`config.mk`:
```
export PLATFORM = sky130hd
export DESIGN_NAME = pcnt_top
export DESIGN_NICKNAME = d
export VERILOG_FILES = /design/src/pcnt_pkg.sv /design/src/pcnt_in_if.sv /design/src/pcnt_inflt.sv /design/src/pcnt_per.sv /design/src/pcnt_top.sv
export SDC_FILE = /design/constraint.sdc
export NUM_CORES = 2
export LEC_CHECK = 0
export BUFFER_PORTS_ARGS = -buffer_cell sky130_fd_sc_hd__buf_2
export CORE_ASPECT_RATIO = 1.5
export CORE_MARGIN = 3
export CORE_UTILIZATION = 55
export DETAILED_ROUTE_END_ITERATION = 8
export GPL_TIMING_DRIVEN = 0
export PLACE_DENSITY = 0.71
export REMOVE_ABC_BUFFERS = 1
export SYNTH_ARGS = -nofsm -noshare
export SYNTH_HDL_FRONTEND = slang
export SYNTH_SLANG_ARGS = --single-unit
```
`constraint.sdc`:
```
create_clock -name pclk -period 7 [get_ports pclk]
set_clock_uncertainty 0.05 [all_clocks]
set_input_delay 1.4 -clock pclk [delete_from_list [all_inputs] [get_ports pclk]]
set_output_delay 1.4 -clock pclk [all_outputs]
set_load 0.02 [all_outputs]
```
`src/pcnt_pkg.sv`:
```
// Shared constants for the four-channel pulse counter.
`default_nettype none
package pcnt_pkg;
    localparam int NCH        = 4;
    localparam int CNT_W      = 32;
    localparam int ADDR_W     = 12;
    localparam int FILT_CYC_W = 24;
    localparam int SLOT_W     = 4;
    localparam int DOCH_W     = 5;
    localparam int ACFG_W     = 13;
    // Filter inputs: up levels, B-pair levels, B-pair connected, level jumper.
    localparam int IN_N       = 13;
    localparam int IN_B_LSB   = 4;
    localparam int IN_CON_LSB = 8;
    localparam int IN_TTL     = 12;

    // Clock rate and times.
    localparam int CLK_MHZ       = 250;
    localparam int CYC_PER_US    = CLK_MHZ;
    localparam logic [15:0] FILT_MIN_US = 16'd8;
    localparam logic [15:0] FILT_MAX_US = 16'd65000;
    localparam int MAX_CNT_HZ    = 5000;
    localparam int MIN_CNT_PW_US = 100;
    localparam int MAX_FREQ_HZ   = 1000;
    localparam int MIN_FREQ_PW_US = 500;
    localparam int MIN_FREQ_MHZ  = 300;
    localparam logic [31:0] PERIOD_LIMIT =
        32'(64'(CLK_MHZ) * 64'd1000000000 / 64'(MIN_FREQ_MHZ));

    // Register byte offsets.
    localparam logic [11:0] OFS_CTRL    = 12'h000;
    localparam logic [11:0] OFS_FILT    = 12'h004;
    localparam logic [11:0] OFS_STAT    = 12'h008;
    localparam logic [11:0] OFS_CLR     = 12'h00c;
    localparam logic [11:0] OFS_RESTART = 12'h010;
    localparam logic [4:0]  CH_BLOCK    = 5'h01;
    localparam logic [4:0]  CH_CNT      = 5'h00;
    localparam logic [4:0]  CH_OVF      = 5'h04;
    localparam logic [4:0]  CH_INIT     = 5'h08;
    localparam logic [4:0]  CH_HI       = 5'h0c;
    localparam logic [4:0]  CH_LO       = 5'h10;
    localparam logic [4:0]  CH_ACFG     = 5'h14;
    localparam logic [4:0]  CH_PER      = 5'h18;

    // Alarm configuration fields.
    localparam int ACFG_LATCH    = 0;
    localparam int ACFG_MAP      = 1;
    localparam int ACFG_SLOT_LSB = 4;
    localparam int ACFG_CHAN_LSB = 8;

    // Modes and reset values.
    localparam logic [1:0]  MODE_UPDN  = 2'h0;
    localparam logic [1:0]  MODE_BIDIR = 2'h1;
    localparam logic [1:0]  MODE_FREQ  = 2'h2;
    localparam logic [31:0] CNT_MAX    = 32'hffffffff;
    localparam logic [31:0] CNT_MIN    = 32'h00000000;
    localparam logic [31:0] HI_RST     = 32'hffffffff;
endpackage
`default_nettype wire

```
`src/pcnt_in_if.sv`:
```
// Filtered field levels and edges passed from the input filter to its users.
`default_nettype none
interface pcnt_in_if;
    import pcnt_pkg::*;
    logic [IN_N-1:0]       lvl;
    logic [IN_N-1:0]       rise;
    logic [FILT_CYC_W-1:0] filt_cyc;
    modport filt (input filt_cyc, output lvl, output rise);
    modport core (output filt_cyc, input lvl, input rise);
    modport per  (input rise);
endinterface
`default_nettype wire

```
`src/pcnt_inflt.sv`:
```
// Synchronisers and digital noise filters for all field inputs.
`default_nettype none
module pcnt_inflt
    import pcnt_pkg::*;
#(
    parameter int N = IN_N
) (
    // Clock and reset
    input  wire logic         pclk,
    input  wire logic         presetn,
    input  wire logic         ce,
    // Raw pin levels
    input  wire logic [N-1:0] raw,
    // Filtered side
    pcnt_in_if.filt           fo
);
    typedef struct packed {
        logic [N-1:0]                 s1;
        logic [N-1:0]                 s2;
        logic [N-1:0]                 s3;
        logic [N-1:0]                 lvl;
        logic [N-1:0]                 rise;
        logic [N-1:0][FILT_CYC_W-1:0] cnt;
    } pcnt_flt_t;

    pcnt_flt_t q_ff;
    pcnt_flt_t nxt_q;

    ////////////////////////////////////////////////////////////////////////////
    always_comb begin
        nxt_q      = q_ff;
        nxt_q.s1   = raw;
        nxt_q.s2   = q_ff.s1;
        nxt_q.s3   = q_ff.s2;
        nxt_q.rise = '0;
        for (int i = 0; i < N; i++) begin
            // A new level counts only once it has held for the whole filter time.
            if (q_ff.s2[i] != q_ff.s3[i] || q_ff.s3[i] == q_ff.lvl[i]) begin
                nxt_q.cnt[i] = '0; // RL23
            end else if (q_ff.cnt[i] >= fo.filt_cyc - 24'h1) begin
                nxt_q.lvl[i]  = q_ff.s3[i]; // RL17
                nxt_q.rise[i] = q_ff.s3[i];
                nxt_q.cnt[i]  = '0;
            end else begin
                nxt_q.cnt[i] = q_ff.cnt[i] + 24'h1;
            end
        end
    end

    always_ff @(posedge pclk or negedge presetn) begin
        if (!presetn) begin
            q_ff <= '0;
        end else if (ce) begin
            q_ff <= nxt_q;
        end
    end

    assign fo.lvl  = q_ff.lvl;
    assign fo.rise = q_ff.rise;

    ////////////////////////////////////////////////////////////////////////////
    for (genvar i = 0; i < N; i++) begin : g_chk

    end
endmodule // pcnt_inflt
`default_nettype wire

```
`src/pcnt_per.sv`:
```
// Period measurement between filtered up-input edges for frequency readout.
`default_nettype none
module pcnt_per
    import pcnt_pkg::*;
(
    // Clock and reset
    input  wire logic                      pclk,
    input  wire logic                      presetn,
    input  wire logic                      ce,
    // Edges
    pcnt_in_if.per                         fi,
    // Last period in clock cycles, zero when slower than the lowest rate
    output logic [NCH-1:0][CNT_W-1:0]      period
);
    typedef struct packed {
        logic [NCH-1:0][CNT_W-1:0] run;
        logic [NCH-1:0][CNT_W-1:0] per;
        logic [NCH-1:0]            seen;
    } pcnt_per_t;

    pcnt_per_t q_ff;
    pcnt_per_t nxt_q;

    always_comb begin
        nxt_q = q_ff;
        for (int c = 0; c < NCH; c++) begin
            if (fi.rise[c]) begin
                nxt_q.per[c]  = q_ff.seen[c] ? q_ff.run[c] + 32'h1 : '0;
                nxt_q.run[c]  = '0;
                nxt_q.seen[c] = 1'b1;
            end else if (q_ff.run[c] >= PERIOD_LIMIT) begin
                // Below the lowest measurable rate the reading drops to zero.
                nxt_q.per[c]  = '0; // RL19
                nxt_q.seen[c] = 1'b0;
            end else begin
                nxt_q.run[c] = q_ff.run[c] + 32'h1;
            end
        end
    end

    always_ff @(posedge pclk or negedge presetn) begin
        if (!presetn) begin
            q_ff <= '0;
        end else if (ce) begin
            q_ff <= nxt_q;
        end
    end

    assign period = q_ff.per;
endmodule // pcnt_per
`default_nettype wire

```
`src/pcnt_top.sv`:
```
// Four-channel pulse counter with APB registers, alarms and output mapping.
`default_nettype none
// Contract
// RL1: one mode shared by all four channels
// RL2: up/down mode: up pulse adds one
// RL3: up/down mode: down pulse subtracts one
// RL4: simultaneous up and down pulses hold value
// RL5: bi-direction: direction high counts up
// RL6: bi-direction: direction low counts down
// RL7: open direction pair follows input-level jumper
// RL8: frequency mode counts up input only
// RL9: signed overflow count follows range crossings
// RL10: crossing range reloads the initial value
// RL11: range fixed from zero to all ones
// RL12: high alarm either disabled or latching
// RL13: high limit spans full 32 bits
// RL14: alarm routed to mapped output slot, channel
// RL15: clear control releases latch, self-reverts
// RL16: host sets limits and initial value first
// RL17: programmable noise filter 8 to 65000 us
// RL18: counts 5 kHz pulses, 100 us wide
// RL19: measures 0.3 to 1000 Hz
// RL20: latched alarm holds until cleared
// RL21: high above limit, low below limit
// RL22: counter, initial, signed overflow readable
// RL23: pulse counts after filter-time stable level
module pcnt_top
    import pcnt_pkg::*;
(
    // Clock, reset and freeze
    input  wire logic                         pclk,
    input  wire logic                         presetn,
    input  wire logic                         ce,
    // APB slave
    input  wire logic                         psel,
    input  wire logic                         penable,
    input  wire logic                         pwrite,
    input  wire logic [pcnt_pkg::ADDR_W-1:0]  paddr,
    input  wire logic [31:0]                  pwdata,
    output logic      [31:0]                  prdata,
    output logic                              pready,
    output logic                              pslverr,
    // Field inputs; the B pair doubles as the direction pair
    input  wire logic [pcnt_pkg::NCH-1:0]     up_count_input_pos,
    input  wire logic [pcnt_pkg::NCH-1:0]     up_count_input_neg,
    input  wire logic [pcnt_pkg::NCH-1:0]     down_count_input_pos,
    input  wire logic [pcnt_pkg::NCH-1:0]     down_count_input_neg,
    input  wire logic                         input_level_ttl,
    // Alarm state and digital output mapping
    output logic      [pcnt_pkg::NCH-1:0]     high_alarm,
    output logic      [pcnt_pkg::NCH-1:0]     low_alarm,
    output logic      [pcnt_pkg::NCH-1:0]     do_alarm,
    output logic      [pcnt_pkg::NCH-1:0][pcnt_pkg::SLOT_W-1:0] do_slot,
    output logic      [pcnt_pkg::NCH-1:0][pcnt_pkg::DOCH_W-1:0] do_chan
);
    import pcnt_pkg::*;

    typedef struct packed {
        logic [1:0]                 mode;
        logic [15:0]                filt_us;
        logic [FILT_CYC_W-1:0]      filt_cyc;
        logic [NCH-1:0][CNT_W-1:0]  cnt;
        logic [NCH-1:0][CNT_W-1:0]  ovf;
        logic [NCH-1:0][CNT_W-1:0]  init;
        logic [NCH-1:0][CNT_W-1:0]  hi;
        logic [NCH-1:0][CNT_W-1:0]  lo;
        logic [NCH-1:0][ACFG_W-1:0] acfg;
        logic [NCH-1:0]             clr;
        logic [NCH-1:0]             hi_lat;
        logic [NCH-1:0]             lo_lat;
        logic [NCH-1:0]             do_drv;
        logic [31:0]                prdata;
        logic                       slverr;
    } pcnt_regs_t;

    pcnt_regs_t q_ff;
    pcnt_regs_t nxt_q;

    pcnt_in_if                 fin ();
    logic [IN_N-1:0]           raw_lvl;
    logic [NCH-1:0][CNT_W-1:0] period;
    logic [NCH-1:0]            inc_w;
    logic [NCH-1:0]            dec_w;
    logic [NCH-1:0]            dir_w;
    logic [NCH-1:0]            rst_w;
    logic [NCH-1:0]            clr_wr;
    logic [NCH-1:0]            hi_c;
    logic [NCH-1:0]            lo_c;
    logic                      wr_en;
    logic                      setup;
    logic [1:0]                ch_sel;
    logic [4:0]                ch_ofs;
    logic                      ch_hit;
    logic [31:0]               rdat;
    logic                      rerr;
    logic [15:0]               wfilt;

    ////////////////////////////////////////////////////////////////////////////
    // Pair levels are formed before synchronising; a brief glitch while the
    // two pins cross is absorbed by the noise filter.
    always_comb begin
        raw_lvl = '0;
        for (int c = 0; c < NCH; c++) begin
            raw_lvl[c]              = up_count_input_pos[c] & ~up_count_input_neg[c];
            raw_lvl[IN_B_LSB + c]   = down_count_input_pos[c] & ~down_count_input_neg[c];
            raw_lvl[IN_CON_LSB + c] = down_count_input_pos[c] ^ down_count_input_neg[c];
        end
        raw_lvl[IN_TTL] = input_level_ttl;
    end

    pcnt_inflt #(
        .N       (IN_N)
    ) u_inflt (
        .pclk    (pclk),
        .presetn (presetn),
        .ce      (ce),
        .raw     (raw_lvl),
        .fo      (fin.filt)
    );

    pcnt_per u_per (
        .pclk    (pclk),
        .presetn (presetn),
        .ce      (ce),
        .fi      (fin.per),
        .period  (period)
    );

    assign fin.filt_cyc = q_ff.filt_cyc;

    ////////////////////////////////////////////////////////////////////////////
    // Zero-wait slave; a low clock enable stretches the access instead.
    assign pready  = ce;
    assign pslverr = q_ff.slverr;
    assign prdata  = q_ff.prdata;
    assign setup   = psel & ~penable;
    assign wr_en   = psel & penable & pwrite & ce;
    assign ch_sel  = paddr[6:5];
    assign ch_ofs  = paddr[4:0];
    assign ch_hit  = paddr[11:7] == CH_BLOCK;

    always_comb begin
        rdat = '0;
        rerr = 1'b0;
        if (ch_hit) begin
            case (ch_ofs)
                CH_CNT:  rdat = q_ff.cnt[ch_sel]; // RL22
                CH_OVF:  rdat = q_ff.ovf[ch_sel];
                CH_INIT: rdat = q_ff.init[ch_sel];
                CH_HI:   rdat = q_ff.hi[ch_sel];
                CH_LO:   rdat = q_ff.lo[ch_sel];
                CH_ACFG: rdat = {19'h0, q_ff.acfg[ch_sel]};
                CH_PER:  rdat = period[ch_sel];
                default: rerr = 1'b1;
            endcase
        end else begin
            case (paddr)
                OFS_CTRL:    rdat = {30'h0, q_ff.mode};
                OFS_FILT:    rdat = {16'h0, q_ff.filt_us};
                OFS_STAT:    rdat = {23'h0, fin.lvl[IN_TTL], q_ff.lo_lat, q_ff.hi_lat};
                OFS_CLR:     rdat = {28'h0, q_ff.clr};
                OFS_RESTART: rdat = '0;
                default:     rerr = 1'b1;
            endcase
        end
    end

    always_comb begin
        wfilt = pwdata[15:0];
        if (wfilt < FILT_MIN_US) begin
            wfilt = FILT_MIN_US;
        end else if (wfilt > FILT_MAX_US) begin
            wfilt = FILT_MAX_US;
        end
    end

    ////////////////////////////////////////////////////////////////////////////
    always_comb begin
        for (int c = 0; c < NCH; c++) begin
            rst_w[c]  = wr_en && paddr == OFS_RESTART && pwdata[c];
            clr_wr[c] = wr_en && paddr == OFS_CLR && pwdata[c];
            hi_c[c]   = q_ff.cnt[c] > q_ff.hi[c]; // RL21
            lo_c[c]   = q_ff.cnt[c] < q_ff.lo[c];
            // An open direction pair reads as the jumper level.
            dir_w[c]  = fin.lvl[IN_CON_LSB + c] ? fin.lvl[IN_B_LSB + c] : fin.lvl[IN_TTL]; // RL7
            case (q_ff.mode) // RL1
                MODE_UPDN: begin
                    inc_w[c] = fin.rise[c] & ~fin.rise[IN_B_LSB + c]; // RL2 RL4
                    dec_w[c] = fin.rise[IN_B_LSB + c] & ~fin.rise[c]; // RL3
                end
                MODE_BIDIR: begin
                    inc_w[c] = fin.rise[c] & dir_w[c]; // RL5
                    dec_w[c] = fin.rise[c] & ~dir_w[c]; // RL6
                end
                MODE_FREQ: begin
                    inc_w[c] = fin.rise[c]; // RL8
                    dec_w[c] = 1'b0;
                end
                default: begin
                    inc_w[c] = 1'b0;
                    dec_w[c] = 1'b0;
                end
            endcase
        end
    end

    ////////////////////////////////////////////////////////////////////////////
    always_comb begin
        nxt_q          = q_ff;
        nxt_q.filt_cyc = FILT_CYC_W'(q_ff.filt_us * CYC_PER_US); // RL17
        if (setup) begin
            nxt_q.prdata = rdat;
            nxt_q.slverr = rerr;
        end
        if (wr_en && !ch_hit) begin
            case (paddr)
                OFS_CTRL: nxt_q.mode    = pwdata[1:0]; // RL1
                OFS_FILT: nxt_q.filt_us = wfilt; // RL17
                default:  ;
            endcase
        end
        for (int c = 0; c < NCH; c++) begin
            if (wr_en && ch_hit && ch_sel == 2'(c)) begin
                case (ch_ofs)
                    CH_INIT: nxt_q.init[c] = pwdata;
                    CH_HI:   nxt_q.hi[c]   = pwdata; // RL13
                    CH_LO:   nxt_q.lo[c]   = pwdata;
                    CH_ACFG: nxt_q.acfg[c] = pwdata[ACFG_W-1:0]; // RL12 RL14
                    default: ;
                endcase
            end
            // One step per clock, far faster than any legal field pulse rate.
            if (rst_w[c]) begin
                nxt_q.cnt[c] = q_ff.init[c];
                nxt_q.ovf[c] = '0;
            end else if (inc_w[c]) begin // RL18
                if (q_ff.cnt[c] == CNT_MAX) begin // RL11
                    nxt_q.cnt[c] = q_ff.init[c]; // RL10
                    nxt_q.ovf[c] = q_ff.ovf[c] + 32'h1; // RL9
                end else begin
                    nxt_q.cnt[c] = q_ff.cnt[c] + 32'h1; // RL2
                end
            end else if (dec_w[c]) begin
                if (q_ff.cnt[c] == CNT_MIN) begin // RL11
                    nxt_q.cnt[c] = q_ff.init[c]; // RL10
                    nxt_q.ovf[c] = q_ff.ovf[c] - 32'h1; // RL9
                end else begin
                    nxt_q.cnt[c] = q_ff.cnt[c] - 32'h1; // RL3
                end
            end
            // Clear takes effect one cycle after the write, then reverts; a
            // condition still present in that cycle sets the latch again.
            nxt_q.clr[c] = clr_wr[c]; // RL15
            if (!q_ff.acfg[c][ACFG_LATCH]) begin
                nxt_q.hi_lat[c] = 1'b0; // RL12
                nxt_q.lo_lat[c] = 1'b0;
            end else if (q_ff.clr[c]) begin
                nxt_q.hi_lat[c] = hi_c[c]; // RL15
                nxt_q.lo_lat[c] = lo_c[c];
            end else begin
                nxt_q.hi_lat[c] = q_ff.hi_lat[c] | hi_c[c]; // RL20 RL21
                nxt_q.lo_lat[c] = q_ff.lo_lat[c] | lo_c[c];
            end
            nxt_q.do_drv[c] = nxt_q.hi_lat[c] & q_ff.acfg[c][ACFG_MAP]; // RL14
        end
    end

    always_ff @(posedge pclk or negedge presetn) begin
        if (!presetn) begin
            q_ff         <= '0;
            q_ff.mode    <= MODE_UPDN;
            q_ff.filt_us <= FILT_MIN_US;
            q_ff.hi      <= {NCH{HI_RST}};
        end else if (ce) begin
            q_ff <= nxt_q;
        end
    end

    ////////////////////////////////////////////////////////////////////////////
    assign high_alarm = q_ff.hi_lat;
    assign low_alarm  = q_ff.lo_lat;
    assign do_alarm   = q_ff.do_drv;

    always_comb begin
        for (int c = 0; c < NCH; c++) begin
            do_slot[c] = q_ff.acfg[c][ACFG_SLOT_LSB +: SLOT_W]; // RL14
            do_chan[c] = q_ff.acfg[c][ACFG_CHAN_LSB +: DOCH_W];
        end
    end

    for (genvar c = 0; c < NCH; c++) begin : g_chk

    end
endmodule // pcnt_top
`default_nettype wire

```
# Word-level counts from Yosys, hierarchy flattened

Cells that the tools add are included.

Flip-flop bits (word level): 1414
Output and inout port bits: 82
Logic and storage cells: 530

$add $sub $neg: 34
Multipliers: 1
Order comparisons: 28
Equal/unequal tests: 54
Multiplexer cells: 160
Bitwise gates (word level): 78
Reductions and logical operators: 100

Operator list:

| operator                | number |
|---|---|
| $mux W32                | 67 |
| $mux W24                | 26 |
| $add A32 B1 Y32 const B | 12 |
| $bmux W32 S2            | 6 |
| $add A24 B1 Y24 const B | 13 |
| $ge A24 B24 Y1          | 13 |
| $sub A32 B1 Y32 const B | 8 |
| $pmux W32 S7            | 1 |
| $eq A32 B32 Y1 const B  | 4 |
| $ge A32 B30 Y1 const B  | 4 |
| $gt A32 B32 Y1          | 4 |
| $logic_not A32 Y1       | 4 |
| $lt A32 B32 Y1          | 4 |
| $reduce_and A3 Y1       | 31 |
| $pmux W16 S4            | 1 |
| $mux W1                 | 47 |
| $not A1 Y1              | 34 |
| $and A1 B1 Y1           | 32 |
| $mux W16                | 2 |
| $bmux W13 S2            | 1 |
| $reduce_and A2 Y1       | 13 |
| $eq A12 B4 Y1 const B   | 2 |
| $reduce_bool A3 Y1      | 8 |
| $sub A24 B1 Y24 const B | 1 |
| other kinds (31)        | 117 |

# Logic depth before layout (Yosys ltp)

Depth after elaboration: 7
Gate-level depth with buffers: 19
Gate-level depth less buffers: 18

# By module

From an unflattened synthesis, not the netlist that was laid out.

Cell total of the unflattened synthesis: 10900
Area, all modules: 99828.2 um^2

Modules (own cells, without submodules):

| module     | times used | cells each | area an instance (um^2) | sequential area each (um^2) |
|---|---|---|---|---|
| pcnt_top   | 1          | 6261       | 57438.8                 | 19730.2 |
| pcnt_inflt | 1          | 3071       | 27418.8                 | 9434.0 |
| pcnt_per   | 1          | 1568       | 14970.6                 | 6506.2 |

# Least setup slack after synthesis

No wires, ideal clock.

Path kind: reg2reg
Start point: register q_ff, in the netlist fin.filt_cyc[11]
End point: register u_inflt.q_ff[208] (netlist name)
Setup time: 0.095 ns
Arrival: 5.100 ns
Data required time: 6.855 ns
Path slack: 1.754 ns
Stages on the path, launching flop included: 19
Period minus slack after synthesis: 5.246 ns
Path through: dfrtp_1 -> or3_1 -> or3_1 -> or4_1 -> or4_1 -> nor2_1 -> xnor2_1 -> ha_1 -> a21o_1 -> a211o_1 -> a211oi_1 -> nand3_1 -> a211oi_1 -> nor3_1 -> nand2b_1 -> or2_2 -> clkbuf_1 -> clkbuf_1 -> o31ai_1

Word-level cells in the longest chain between the ends: 4

RTL lines:

| what                     | line             | RTL |
|---|---|---|
| start: declaration       | pcnt_top.sv:76   | `pcnt_regs_t q_ff;` |
| start signal: assignment | pcnt_top.sv:275  | `q_ff <= nxt_q;` |
| $sub A24 B1 Y24          | pcnt_inflt.sv:40 | `end else if (q_ff.cnt[i] >= fo.filt_cyc - 24'h1) begin` |
| $ge A24 B24 Y1           | pcnt_inflt.sv:40 |  |
| $mux W24                 | pcnt_inflt.sv:40 |  |
| $mux W24                 | pcnt_inflt.sv:38 | `if (q_ff.s2[i] != q_ff.s3[i] \|\| q_ff.s3[i] == q_ff.lvl[i]) begin` |
| end signal: assignment   | pcnt_inflt.sv:54 | `q_ff <= nxt_q;` |
| end: declaration         | pcnt_inflt.sv:26 | `pcnt_flt_t q_ff;` |

Every way passes these cells.
A chain may end at the register's enable or synchronous reset.

# Worst setup path after layout

Start point: input ce
End point: register q_ff[580] (netlist name)

Word-level cells in the longest chain between the ends: 5
Elaborated cells between the ends (all ways): 8
Those cells by class: 1 x eq/ne; 1 x mux; 1 x bitwise; 5 x reduce/logical

RTL lines:

| what                                                         | line            | RTL |
|---|---|---|
| start: declaration                                           | pcnt_top.sv:33  | `input wire logic ce,` |
| $and A1 B1 Y1                                                | pcnt_top.sv:137 | `assign wr_en = psel & penable & pwrite & ce;` |
| $logic_and A1 B1 Y1 (2 in a row)                             | pcnt_top.sv:180 | `rst_w[c] = wr_en && paddr == OFS_RESTART && pwdata[c];` |
| $ne A3 B1 Y1 (no line) or $reduce_bool A3 Y1 (tied branches) | n/a             |  |
| $reduce_and A4 Y1 (no line)                                  | n/a             |  |

Parallel ways exist; a longest one is shown, timed or not.

==> results by group <==
Route
  • DR pass1 iterations: 9
  • Drt initial violations: approximately 9600
  • Via count: 86000
  • Final Routed Wirelength: roughly 340000 um
  • Antenna Nets Post-Route: 0
  • DRC Markers: 1
  • WL/cell: about 27 um
  • Post-DR vias/cell: 6.79

Timing
  • Final period util: around 100%
  • Post-route setup slack: between 2 and 2.5 ps
  • Worst Max-Slew Pin Slew: 1510 ps
  • Hold Vio Cnt, Final: 0
  • Normalized max-slew margin: -2.17%
  • Setup Viol. Count Final: 0
  • Fmax achieved: approximately 140 MHz
  • Final Max Tran Viols: 3
  • Min cycle time layout: 7000 ps
  • RSZ-0062 raised after global routing: no

CTS
  • Clock Sinks: 1414
  • Maximum buffer depth of the clock tree: 3
  • CTS tree: yes
  • Post-CTS Setup Bufs: 0
  • TritonCTS Buffers: 148
  • CTS Root Cell: clkbuf_16
  • Skew-Pair Late Insertion Delay: 860 ps
  • Htree depth: 4
  • Cts hold-fix bufs: 0
  • Resize count post-CTS: 3
  • Clk slew on worst S/H paths: 70 ps

Global routing
  • Largest net degree at the start of global routing: approximately 170
  • Vias in the first global route: 83600
  • Initial antenna violation count: 42
  • GR Util All Layers: 37.5%
  • Global-route wire length before repair: 515000 um
  • Grt ovf: 0

Worst setup path
  • Setup crit end kind: register
  • Crit path from: ce
  • Worst setup SP type: input port
  • Setup CP Type: in2reg
  • CP Max Fanout: 134
  • Worst r2r src: u_inflt.fo.lvl[12]
  • CP Data Required Time: 7720 ps
  • Crit path DAT: 7720 ps

Floorplan
  • Core area: roughly 0.17 mm^2
  • # IOs: 149
  • Cell row count: 187
  • Die Area: 0.181 mm^2
  • Die Y: roughly 520 um
  • Initial Util: 55.5%
  • Chip Width: ~350 um

Power
  • Comb power frac: 10.1%
  • Sequential power share: 46.0%
  • Pint: 13700 uW
  • Peak VDD IR: 0.281 mV
  • Clock power share: 43.9%
  • Pleak: 0.0494 uW
  • Power per cell area: approximately 180 mW/mm^2
  • Sw Pwr: around 5200 uW
  • Sw Share: 27.4%

Placement
  • Post-DP Area: roughly 0.1 mm^2
  • DP Cell Count: 12400
  • RePlAce Congestion: between 1 and 1.5
  • Hpwl dp: 245000 um
  • Pre-CTS setup slack: -1350 ps
  • Number of port buffers: 148

Layout
  • Total area of sequential cells: 0.0355 mm^2
  • Non-filler instance count after layout: 12700
  • Post-route cell area: 0.105 mm^2
  • Synthesis-to-layout area growth: 8.40%
  • # fillers: 14700
  • Area taken by multi-input logic gates: 0.0566 mm^2
  • Nets: 11100
  • Layout cell share with drive strength beyond 1: 12.4%

Logic synthesis
  • Mapped Area: 0.0965 mm^2
  • Top cells by count, synth: dfrtp_1, nand2_1, o21ai_0
  • Distinct cell type count after synthesis: between 100 and 150
  • Most common cell in the netlist: dfrtp_1
  • Sequential-to-total area share from yosys stat: 36.8%
  • Mean post-synth cell area: 9.14 um^2
  • Syn Inst Count: 10600
  • Synth top area share: 33.3%
  • Synth warn: 0
  • Largest area contributor in the netlist: dfrtp_1
  • Asr flop ratio synth: 100%
  • Flops & latches, synth: 1414
  • Top cells by area, synth: dfrtp_1, ha_1, o21ai_0
  • Synth Flop Type: dfrtp_1
  • Number of synthesized flops with an enable pin: 0

Min path
  • Hold/Removal Path Class: reg2reg
  • Min-delay src: prdata[20]

Outcome
  • Failing checks: design-rule violations, max-capacitance violations, max-slew violations
  • Status: finished with violations

Flow run
  • Max Cap Viol: 1
==> power by group through the flow <==
stage	Sequential [uW]	Combinational, uW	Clock [uW]
floorplan	8730	1090	0
global placement	8840	1790	0
detailed placement	8840	1860	0
CTS	8700	1880	8390
global route	8740	2100	8710
finish	8710	1910	8320
==> cell families after synthesis <==
kind of cell    count (synthesis)  synth area share [%]
simple gates                 3173                  15.6
compound gates               3119                  20.2
flops                        1414                  36.8
buf+inv                      1211                  5.15
fa+ha+maj                     824                  11.1
mux                           525                  8.41
xor+xnor                      292                  2.65
==> registers in the layout, indices dropped and copies added (netlist names) <==
| name | flops |
|---|---|
| do_alarm | 4 |
| do_chan | 20 |
| do_slot | 16 |
| fin.filt_cyc | 23 |
| high_alarm | 4 |
| low_alarm | 4 |
| prdata | 32 |
| pslverr | 1 |
| q_ff | 678 |
| u_inflt.fo.lvl | 13 |
| u_inflt.fo.rise | 8 |
| u_inflt.nxt_q | 26 |
| u_inflt.q_ff | 325 |
| u_per.period | 128 |
| u_per.q_ff | 132 |
==> critical path: stages <==
cell and delay (ps):
buf_8 320, buf_16 410, buf_16 370, nand4_1 750, nor3_4 660, and2_2 700
a31oi_1 80, o21ai_1 800, and2_1 800, nand2_1 670, mux2i_1 340, o21a_1 160
==> per-layer routing <==
metal	up-vias	global-route usage, %	share of wire (%)
met4	20	30.8	10
met3	1537	9.95	9.7
met1	42000	43.0	35
met5	-	0	0.041
li1	37800	-	-
met2	4613	58.6	45
==> cell usage in the layout, fill, tap and decap left out, types with 205 or more instances in the layout <==
cell	n
mux2_2	241
o21ai_0	1227
dfrtp_1	1284
and3_1	253
inv_1	477
nand3_1	312
nor2_1	470
a21oi_1	487
a21o_1	337
ha_1	766
nand2_1	1274
mux4_2	205
==> per-stage QoR <==
step                hold slack, ps  utilization [%]  total power, uW  setup TNS [ps]
finish                         418             60.2            18900               0
global route                   439             60.2            19600               0
CTS                            423             60.1            19000               0
detailed placement             410             57.2            10700         -150170
global placement               405             55.8            10600               -
floorplan                      395                -             9820          -10490
==> final timing paths <==
kind / slack (ps) / to / depth (start not counted)
min in group asynchronous: 480 / q_ff[150] / 1
worst max-delay path: 2 / q_ff[580] / 12
worst max register to register: 50 / q_ff[611] / 16
max in group asynchronous: 3700 / u_inflt.q_ff[71] / 4
worst min register to register: 420 / prdata[20] / 1
worst min-delay path: 420 / prdata[20] / 1
==> area by class of cell <==
cell class / count / area share [%]
Multi-Input combinational cell: 7933 / 54.1
Sequential cell: 1414 / 34.0
Clock buffer: 213 / 4.07
Tap cell: 2268 / 2.71
Timing Repair Buffer: 263 / 2.66
Inverter: 482 / 1.74
Clock inverter: 59 / 0.679
Antenna cell: 24 / 0.0574
No activity file was read; power rests on OpenSTA's default activity.
